[src/hw/nvm_ctrl_pkg.sv]
// package for the data eeprom erase/program controller
// assumes a single 125 MHz system clock domain
package nvm_ctrl_pkg;
   // control register fields
   localparam int CTRL_W = 16;
   localparam int START_BIT = 15;
   localparam int ARM_BIT = 14;
   localparam int ABORT_BIT = 13;
   localparam int OP_LSB = 0;
   localparam int OP_W = 7;
   localparam logic [CTRL_W-1:0] CTRL_RESET = 16'h0000;
   // operation codes in the low control bits
   localparam logic [OP_W-1:0] OP_WORD_ERASE = 7'h44;
   localparam logic [OP_W-1:0] OP_WORD_PROG = 7'h04;
   localparam logic [OP_W-1:0] OP_BLOCK_PROG = 7'h0a;
   // unlock keys
   localparam logic [7:0] KEY_FIRST = 8'h55;
   localparam logic [7:0] KEY_SECOND = 8'haa;
   // address and latches
   localparam int ADDR_W = 24;
   localparam int DATA_W = 16;
   localparam int LATCH_N = 16;
   localparam logic [ADDR_W-1:0] ADDR_RESET = 24'h000000;
   // cycle timing
   localparam int CLK_MHZ = 125;
   localparam int CYCLE_TIME_US = 2000;
   localparam int CYCLE_CLKS = CYCLE_TIME_US * CLK_MHZ;
   localparam int PWRUP_CLKS = 8192;
endpackage

[src/hw/nvm_cycle_timer.sv]
// down-counter timing one erase/program cycle
// assumes start is a one-cycle pulse; done pulses once at expiry
`timescale 1ns/1ps
`default_nettype none
module nvm_cycle_timer #(
   parameter int CYCLE_CLKS = 250000
) (
   input wire logic clk_sys_i,
   input wire logic sys_rst_i,
   input wire logic start_i,
   output logic busy_o,
   output logic done_o
);
   typedef struct packed {
      logic [31:0] cnt;
      logic busy;
      logic done;
   } tmr_s;
   tmr_s st_r;
   tmr_s st_nxt;

   // elaboration-time guard: counts below two are rejected; a zero count would wrap the down-counter
   if (CYCLE_CLKS < 2)
   begin
      $error("cycle length too short");
   end

   // count down while busy; a start during a cycle is ignored
   always_comb
   begin
      st_nxt = st_r;
      st_nxt.done = 1'b0;
      if (st_r.busy)
      begin
         if (st_r.cnt == 32'h00000001)
         begin
            st_nxt.busy = 1'b0;
            st_nxt.done = 1'b1;
         end
         st_nxt.cnt = st_r.cnt - 32'h00000001;
      end
      else if (start_i)
      begin
         st_nxt.busy = 1'b1;
         st_nxt.cnt = 32'(CYCLE_CLKS);
      end
   end

   always_ff @(posedge clk_sys_i or posedge sys_rst_i)
   begin
      if (sys_rst_i)
         st_r <= '0;
      else
         st_r <= st_nxt;
   end

   assign busy_o = st_r.busy;
   assign done_o = st_r.done;
endmodule
`default_nettype wire

[src/hw/nvm_eeprom_ctrl.sv]
// data eeprom erase/program control: control, address, key regs and word latches
// assumes cpu-side write strobes are one-cycle pulses synchronous to clk_sys_i
`timescale 1ns/1ps
`default_nettype none
module nvm_eeprom_ctrl #(
   parameter int CYCLE_CLKS = nvm_ctrl_pkg::CYCLE_CLKS,
   parameter int PWRUP_CLKS = nvm_ctrl_pkg::PWRUP_CLKS
) (
   input wire logic clk_sys_i,
   input wire logic sys_rst_i,
   input wire logic por_i,
   input wire logic ctrl_wr_i,
   input wire logic [nvm_ctrl_pkg::CTRL_W-1:0] ctrl_wdata_i,
   input wire logic key_wr_i,
   input wire logic [7:0] key_wdata_i,
   input wire logic addr_lo_wr_i,
   input wire logic addr_hi_wr_i,
   input wire logic [15:0] addr_wdata_i,
   input wire logic tbl_wr_i,
   input wire logic [nvm_ctrl_pkg::ADDR_W-1:0] tbl_addr_i,
   input wire logic [nvm_ctrl_pkg::DATA_W-1:0] tbl_wdata_i,
   input wire logic done_flag_clr_i,
   input wire logic abort_flag_clr_i,
   output logic [nvm_ctrl_pkg::CTRL_W-1:0] ctrl_o,
   output logic [nvm_ctrl_pkg::ADDR_W-1:0] addr_o,
   output logic done_flag_o,
   output logic busy_o,
   output logic rd_valid_o,
   output logic mem_erase_o,
   output logic mem_prog_o,
   output logic [4:0] mem_words_o,
   output logic [nvm_ctrl_pkg::ADDR_W-1:0] mem_addr_o,
   output logic [nvm_ctrl_pkg::DATA_W*nvm_ctrl_pkg::LATCH_N-1:0] mem_data_o
);
   localparam int DW = nvm_ctrl_pkg::DATA_W;
   localparam int LN = nvm_ctrl_pkg::LATCH_N;

   typedef enum logic [1:0] {UNLK_IDLE, UNLK_KEY1, UNLK_KEY2} unlk_e;

   typedef struct packed {
      logic [nvm_ctrl_pkg::CTRL_W-1:0] ctrl;
      logic [nvm_ctrl_pkg::ADDR_W-1:0] addr;
      unlk_e unlk;
      logic done_flag;
      logic running;
      logic run_mark;
      logic pwr_ok;
      logic [31:0] pwr_cnt;
      logic [4:0] words;
      logic erase;
      logic prog;
      logic [nvm_ctrl_pkg::ADDR_W-1:0] op_addr;
      logic [LN-1:0][DW-1:0] latch;
      logic rd_valid;
   } ctl_s;

   ctl_s st_r;
   ctl_s st_nxt;
   logic tmr_start;
   logic tmr_busy;
   logic tmr_done;

   // elaboration-time guard: the latch index is four address bits wide
   if (PWRUP_CLKS < 1 || LN != 16)
   begin
      $error("unsupported parameter values");
   end

   // word count served by an operation code; zero marks an unknown code
   function automatic logic [4:0] op_words(input logic [nvm_ctrl_pkg::OP_W-1:0] op);
      logic [4:0] n;
      n = 5'h00;
      if (op == nvm_ctrl_pkg::OP_WORD_ERASE || op == nvm_ctrl_pkg::OP_WORD_PROG)
         n = 5'h01;
      else if (op == nvm_ctrl_pkg::OP_BLOCK_PROG)
         n = 5'h10;
      return n;
   endfunction

   // cycle length counter kept outside so it can be shortened in simulation
   nvm_cycle_timer #(
      .CYCLE_CLKS(CYCLE_CLKS)
   ) u_timer (
      .clk_sys_i(clk_sys_i),
      .sys_rst_i(sys_rst_i),
      .start_i(tmr_start),
      .busy_o(tmr_busy),
      .done_o(tmr_done)
   );

   // whole next-state: registers, unlock sequencer, cycle launch and completion
   always_comb
   begin
      logic start_req;
      logic [4:0] n;
      start_req = 1'b0;
      n = 5'h00;
      st_nxt = st_r;
      tmr_start = 1'b0;

      // power-up hold-off gates every launch
      if (!st_r.pwr_ok)
      begin
         st_nxt.pwr_cnt = st_r.pwr_cnt + 32'h00000001;
         if (st_r.pwr_cnt == 32'(PWRUP_CLKS - 1))
            st_nxt.pwr_ok = 1'b1;
      end

      // table writes fill latches by low address bits and update the address
      if (tbl_wr_i && !st_r.running)
      begin
         st_nxt.latch[tbl_addr_i[4:1]] = tbl_wdata_i;
         st_nxt.addr = tbl_addr_i;
      end
      if (addr_lo_wr_i && !st_r.running)
         st_nxt.addr[15:0] = addr_wdata_i;
      if (addr_hi_wr_i && !st_r.running)
         st_nxt.addr[23:16] = addr_wdata_i[7:0];

      // unlock sequencer: any stray key, control, table or address write drops it
      unique case (st_r.unlk)
         UNLK_IDLE:
            if (key_wr_i && key_wdata_i == nvm_ctrl_pkg::KEY_FIRST)
               st_nxt.unlk = UNLK_KEY1;
         UNLK_KEY1:
            if (key_wr_i && key_wdata_i == nvm_ctrl_pkg::KEY_SECOND && !ctrl_wr_i)
               st_nxt.unlk = UNLK_KEY2;
            else if (key_wr_i || ctrl_wr_i || tbl_wr_i || addr_lo_wr_i || addr_hi_wr_i)
               st_nxt.unlk = UNLK_IDLE;
         UNLK_KEY2:
            if (key_wr_i || ctrl_wr_i || tbl_wr_i || addr_lo_wr_i || addr_hi_wr_i)
               st_nxt.unlk = UNLK_IDLE; // one shot per operation
      endcase

      // control write: start can only be set, never cleared by software
      if (ctrl_wr_i)
      begin
         st_nxt.ctrl[nvm_ctrl_pkg::ARM_BIT] = ctrl_wdata_i[nvm_ctrl_pkg::ARM_BIT];
         if (!st_r.running)
         begin
            st_nxt.ctrl[nvm_ctrl_pkg::OP_W-1:0] = ctrl_wdata_i[nvm_ctrl_pkg::OP_W-1:0];
            st_nxt.ctrl[nvm_ctrl_pkg::ABORT_BIT] = st_r.ctrl[nvm_ctrl_pkg::ABORT_BIT];
         end
         // arm must already be set from an earlier write
         start_req = ctrl_wdata_i[nvm_ctrl_pkg::START_BIT]
                   && st_r.ctrl[nvm_ctrl_pkg::ARM_BIT]
                   && st_r.unlk == UNLK_KEY2;
      end

      // launch decodes the operation as registered before this write
      n = op_words(st_r.ctrl[nvm_ctrl_pkg::OP_W-1:0]);
      if (start_req && !st_r.running && st_r.pwr_ok && n != 5'h00)
      begin
         st_nxt.ctrl[nvm_ctrl_pkg::START_BIT] = 1'b1;
         st_nxt.running = 1'b1;
         st_nxt.rd_valid = 1'b0;
         st_nxt.words = n;
         st_nxt.erase = st_r.ctrl[6]; // erase flag inside the op code
         st_nxt.prog = !st_r.ctrl[6];
         st_nxt.op_addr = st_r.addr;
         tmr_start = 1'b1;
      end

      // completion leaves arm alone, clears start, sets the done flag
      if (tmr_done)
      begin
         st_nxt.ctrl[nvm_ctrl_pkg::START_BIT] = 1'b0;
         st_nxt.running = 1'b0;
         st_nxt.erase = 1'b0;
         st_nxt.prog = 1'b0;
         st_nxt.rd_valid = 1'b1;
      end

      // software clears flags; a same-cycle set wins
      if (done_flag_clr_i)
         st_nxt.done_flag = 1'b0;
      if (tmr_done)
         st_nxt.done_flag = 1'b1;
      if (abort_flag_clr_i)
         st_nxt.ctrl[nvm_ctrl_pkg::ABORT_BIT] = 1'b0;

      // run_mark survives the async reset, so a cut cycle shows as mark set, running clear
      if (st_r.run_mark && !st_r.running)
         st_nxt.ctrl[nvm_ctrl_pkg::ABORT_BIT] = 1'b1; // set wins over clear
      st_nxt.run_mark = st_nxt.running;
   end

   // async reset spares address, latches, abort bit and run_mark so a cut cycle is
   // flagged one edge after release; power-on reset clears everything except rd_valid, which it sets
   always_ff @(posedge clk_sys_i or posedge sys_rst_i)
   begin
      if (sys_rst_i)
      begin
         st_r.ctrl[nvm_ctrl_pkg::START_BIT] <= 1'b0;
         st_r.ctrl[nvm_ctrl_pkg::ARM_BIT] <= 1'b0;
         st_r.ctrl[12:0] <= 13'h0000;
         st_r.unlk <= UNLK_IDLE;
         st_r.done_flag <= 1'b0;
         st_r.running <= 1'b0;
         st_r.pwr_ok <= 1'b0;
         st_r.pwr_cnt <= 32'h00000000;
         st_r.words <= 5'h00;
         st_r.erase <= 1'b0;
         st_r.prog <= 1'b0;
         st_r.rd_valid <= 1'b1;
      end
      else if (por_i)
      begin
         st_r.ctrl <= nvm_ctrl_pkg::CTRL_RESET;
         st_r.addr <= nvm_ctrl_pkg::ADDR_RESET;
         st_r.op_addr <= nvm_ctrl_pkg::ADDR_RESET;
         st_r.latch <= '0;
         st_r.run_mark <= 1'b0;
         st_r.unlk <= UNLK_IDLE;
         st_r.done_flag <= 1'b0;
         st_r.running <= 1'b0;
         st_r.pwr_ok <= 1'b0;
         st_r.pwr_cnt <= 32'h00000000;
         st_r.words <= 5'h00;
         st_r.erase <= 1'b0;
         st_r.prog <= 1'b0;
         st_r.rd_valid <= 1'b1;
      end
      else
         st_r <= st_nxt;
   end

   // outputs straight from state flops
   assign ctrl_o = st_r.ctrl;
   assign addr_o = st_r.addr;
   assign done_flag_o = st_r.done_flag;
   assign busy_o = st_r.running;
   assign rd_valid_o = st_r.rd_valid;
   assign mem_erase_o = st_r.erase;
   assign mem_prog_o = st_r.prog;
   assign mem_words_o = st_r.words;
   assign mem_addr_o = st_r.op_addr;
   assign mem_data_o = st_r.latch;
endmodule
`default_nettype wire

[config.mk]
export PLATFORM = sky130hd
export DESIGN_NAME = nvm_eeprom_ctrl
export DESIGN_NICKNAME = d
export VERILOG_FILES = /design/src/hw/nvm_ctrl_pkg.sv /design/src/hw/nvm_cycle_timer.sv /design/src/hw/nvm_eeprom_ctrl.sv
export SDC_FILE = /design/constraint.sdc
export NUM_CORES = 1
export LEC_CHECK = 0
export BUFFER_PORTS_ARGS = -buffer_cell sky130_fd_sc_hd__clkbuf_2
export CAP_MARGIN = 20
export CORE_MARGIN = 2
export CORE_UTILIZATION = 55
export CTS_CLUSTER_DIAMETER = 150
export DETAILED_ROUTE_END_ITERATION = 8
export PLACE_DENSITY = 0.81
export SETUP_SLACK_MARGIN = 0.4
export SLEW_MARGIN = 20
export SYNTH_ARGS = -nofsm -noshare
export SYNTH_HDL_FRONTEND = slang
export SYNTH_SLANG_ARGS = --single-unit
[constraint.sdc]
create_clock -name clk_sys_i -period 41 [get_ports clk_sys_i]
set_clock_uncertainty 0.05 [all_clocks]
set_input_delay 8.2 -clock clk_sys_i [delete_from_list [all_inputs] [get_ports clk_sys_i]]
set_output_delay 8.2 -clock clk_sys_i [all_outputs]
set_load 0.01 [all_outputs]
==> results.cfg <==
[die]
io_pins = 420
initial_core_util_pct = 55.8
coreArea_sq_mm = 0.0377
die_x_microns = 200
die_area_sq_mm = 0.0398
die_height_microns = 200
rows = 71

[sta]
fin_setup_tns_ps = 0
period_minus_slack_ps = 10710
max_freq_mhz = 93.4
drv_slew = 0
finalCritPeriodShare_pct = 26.1
max_slew_margin_pct = 29.5
worst_slack_ps = 30290
setup_viol = 0
rsz0062_at_grt = no
worstMarginPinSlew_ps = 1050
finalHoldViolCount = 0

[detailed_routing]
drc = 0
vias_per_cell = 5.85
drtIter0Drc = 1431
avgRoutedWirePerCell_microns = 20.6
antenna_left = 0
dr_total_vias = 16030
routed_wl_microns = 56500
first_pass_iters = 6

[yosys]
yosysMostFrequentCell = nand2_1
synth.area.top_cells = edfxtp_1 44%, buf_4 12%, nand2_1 11%
synthSimpleGateAreaFrac_pct = 18.9
synthCells = 2211
synth_area_per_cell_sq_um = 9.51
yosysSeqAreaShare_pct = 53.8
synth_top_family_by_area = simple AND/OR/NAND/NOR gates
synth_ff_type = edfxtp_1
synth-xor-area-share_pct = 0.500
synth_commonest_cells = 601 x nand2_1, 325 x buf_4, 313 x a21oi_1
async_flop_share_pct = 21.7
synth-seq-cells = 391
ys_types = 74
synth_top_area_share_pct = 43.7
ys.warnings.count = 0
synthMuxAreaShare_pct = 0.869
synth_compound_area_share_pct = 10.5
synthAdderAreaFrac_pct = 0.357
netlist_area_sq_mm = 0.0210
synth_edf_count = 306
synth_top_area_cell = edfxtp_1

[worst_hold_path]
hold_path.class = register to register

[global_route]
grt_overflow_total = 0
grt_first_pass_wirelength_microns = 84200
antenna_found_initial = 0
grt_use_total_pct = 27.2
grt_pass1_vias = 14980
grt_max_degree = 121

[final_layout]
multi_input_area_sq_mm = 0.00663
drive_gt1_share_pct = 23.1
seq_area_sq_mm = 0.0113
fillers = 3182
antenna_cells = 0
synthToLayoutAreaGrowth_pct = 5.39
final_nets = 2294
fin_cells = 2740

[critical_path]
path_max_fanout = 110
critical_path_class = input port to register
crit_arrival_ps = 10830
start_kind = input port
crit_required_ps = 41110
cp-end-kind = register

[placed_design]
gp_congestion = 0.922
place_inst = 2663
dpl.hpwl_microns = 36500
pre_cts_slack_ps = 29700
numPortBuffers = 403

[clocking]
cts_tree = done
ctsResizeCount = 0
cts_root_buf = clkbuf_16
cts_buffer_depth = 3
clk_latency_ps = 560
postCtsSetupBuffers = 0
path_clk_slew_ps = 60
numCtsBuffers = 43
htree_num_levels = 2
cts_hold_buf = 0
cts.sinks = 391

[job]
max-cap-violations = 0

[power]
p_per_area_mw_per_mm2 = 41.9
vdd_ir_drop_max_mv = 0.0262
leakagePower_nw = 8.96

[status]
status = completed
[kinds of logic after synthesis]
| kind of cell | after synthesis |
|---|---|
| AO/OA/AOI/OAI | 395 |
| AND/OR/NAND/NOR | 884 |
| multiplexers | 18 |
| buffers and inverters | 504 |
| flip-flops | 391 |
| other | 1 |
| adder cells (fa/ha/maj) | 6 |
| XOR/XNOR | 12 |
[sequential cells by signal, summed over array words and instances, names as in the netlist, 2 cells and up]
register / flops
mem_words_o: 2
st_r: 36
u_timer.st_r: 32
mem_addr_o: 24
addr_o: 24
mem_data_o: 256
ctrl_o: 10
[path summary, 6_finish.rpt]
check / end / slack [ps] / cells past startpoint / from
setup / recovery: mem_data_o[223] / 30290 / 4 / sys_rst_i
hold reg to reg: u_timer.st_r[16] / 440 / 1 / u_timer.st_r[16]
max in group asynchronous: u_timer.st_r[15] / 30930 / 4 / sys_rst_i
setup reg to reg: mem_data_o[117] / 38240 / 5 / busy_o
hold / removal: u_timer.st_r[16] / 440 / 1 / u_timer.st_r[16]
min in group asynchronous: st_r[295] / 7790 / 2 / sys_rst_i
[final cells by class]
type,count,area share [%]
Clock buffer,65,5.60
Timing Repair Buffer,422,9.79
Multi-Input combinational cell,1324,29.9
Tap cell,511,2.89
Sequential cell,391,51.1
Inverter,16,0.305
Clock inverter,11,0.440
[critical path, stage by stage]
cell      delay (ps)
clkbuf_2         120
inv_8            500
buf_4            920
buf_4            910
[through the flow]
| stage | cell area (sq um) | power, mW | util [%] | hold slack (ps) |
|---|---|---|---|---|
| 2_1_floorplan | 21100 | 0.547 | - | 387 |
| 3_3_place_gp | 20800 | 0.557 | 55.2 | 402 |
| 3_5_place_dp | 20800 | 0.561 | 55.2 | 430 |
| 4_1_cts | 22100 | 0.930 | 58.8 | 438 |
| 5_1_grt | 22200 | 0.956 | 58.8 | 452 |
| 6_report | 22200 | 0.928 | 58.8 | 436 |
[cells in the final DEF (no fill, tap or decap), types with 3 or more instances in the layout]
cell	n
nor3_1	14
edfxtp_1	306
or4_4	4
nor4_1	14
dfrtp_1	84
or4_1	17
xnor2_1	4
o41ai_1	3
or3_1	5
mux2i_1	16
nand3_1	86
nand2_1	601
and2_1	9
nand4_1	18
o311ai_1	3
ha_1	6
clkbuf_1	15
and3_1	3
nor4_2	3
nor2b_2	5
clkbuf_2	402
nand2b_1	12
conb_1	9
a311oi_1	23
nor2_1	52
and4_1	3
clkbuf_16	44
clkinv_2	6
buf_4	19
a21oi_1	313
clkbuf_8	6
o21ai_1	7
o21ai_0	5
nor2b_1	6
nand4b_1	4
o31ai_1	18
inv_1	15
xor2_1	8
[report_power, final]
part / total [mW] / internal [mW] / leakage, nW / switching [mW]
registers: 0.465 / 0.452 / 4.22 / 0.0124
logic: 0.0898 / 0.0277 / 4.09 / 0.0621
clock network: 0.373 / 0.215 / 0.658 / 0.158
[layer usage]
layer  up-vias  track usage, %  part of all wire [%]
met5         -               0                     0
met4         0            12.9                   4.9
met3       179            4.83                    10
met2       891            43.2                    47
met1      7692            36.4                    38
li1       7268               -                     -
No activity file was read; power rests on OpenSTA's default activity.
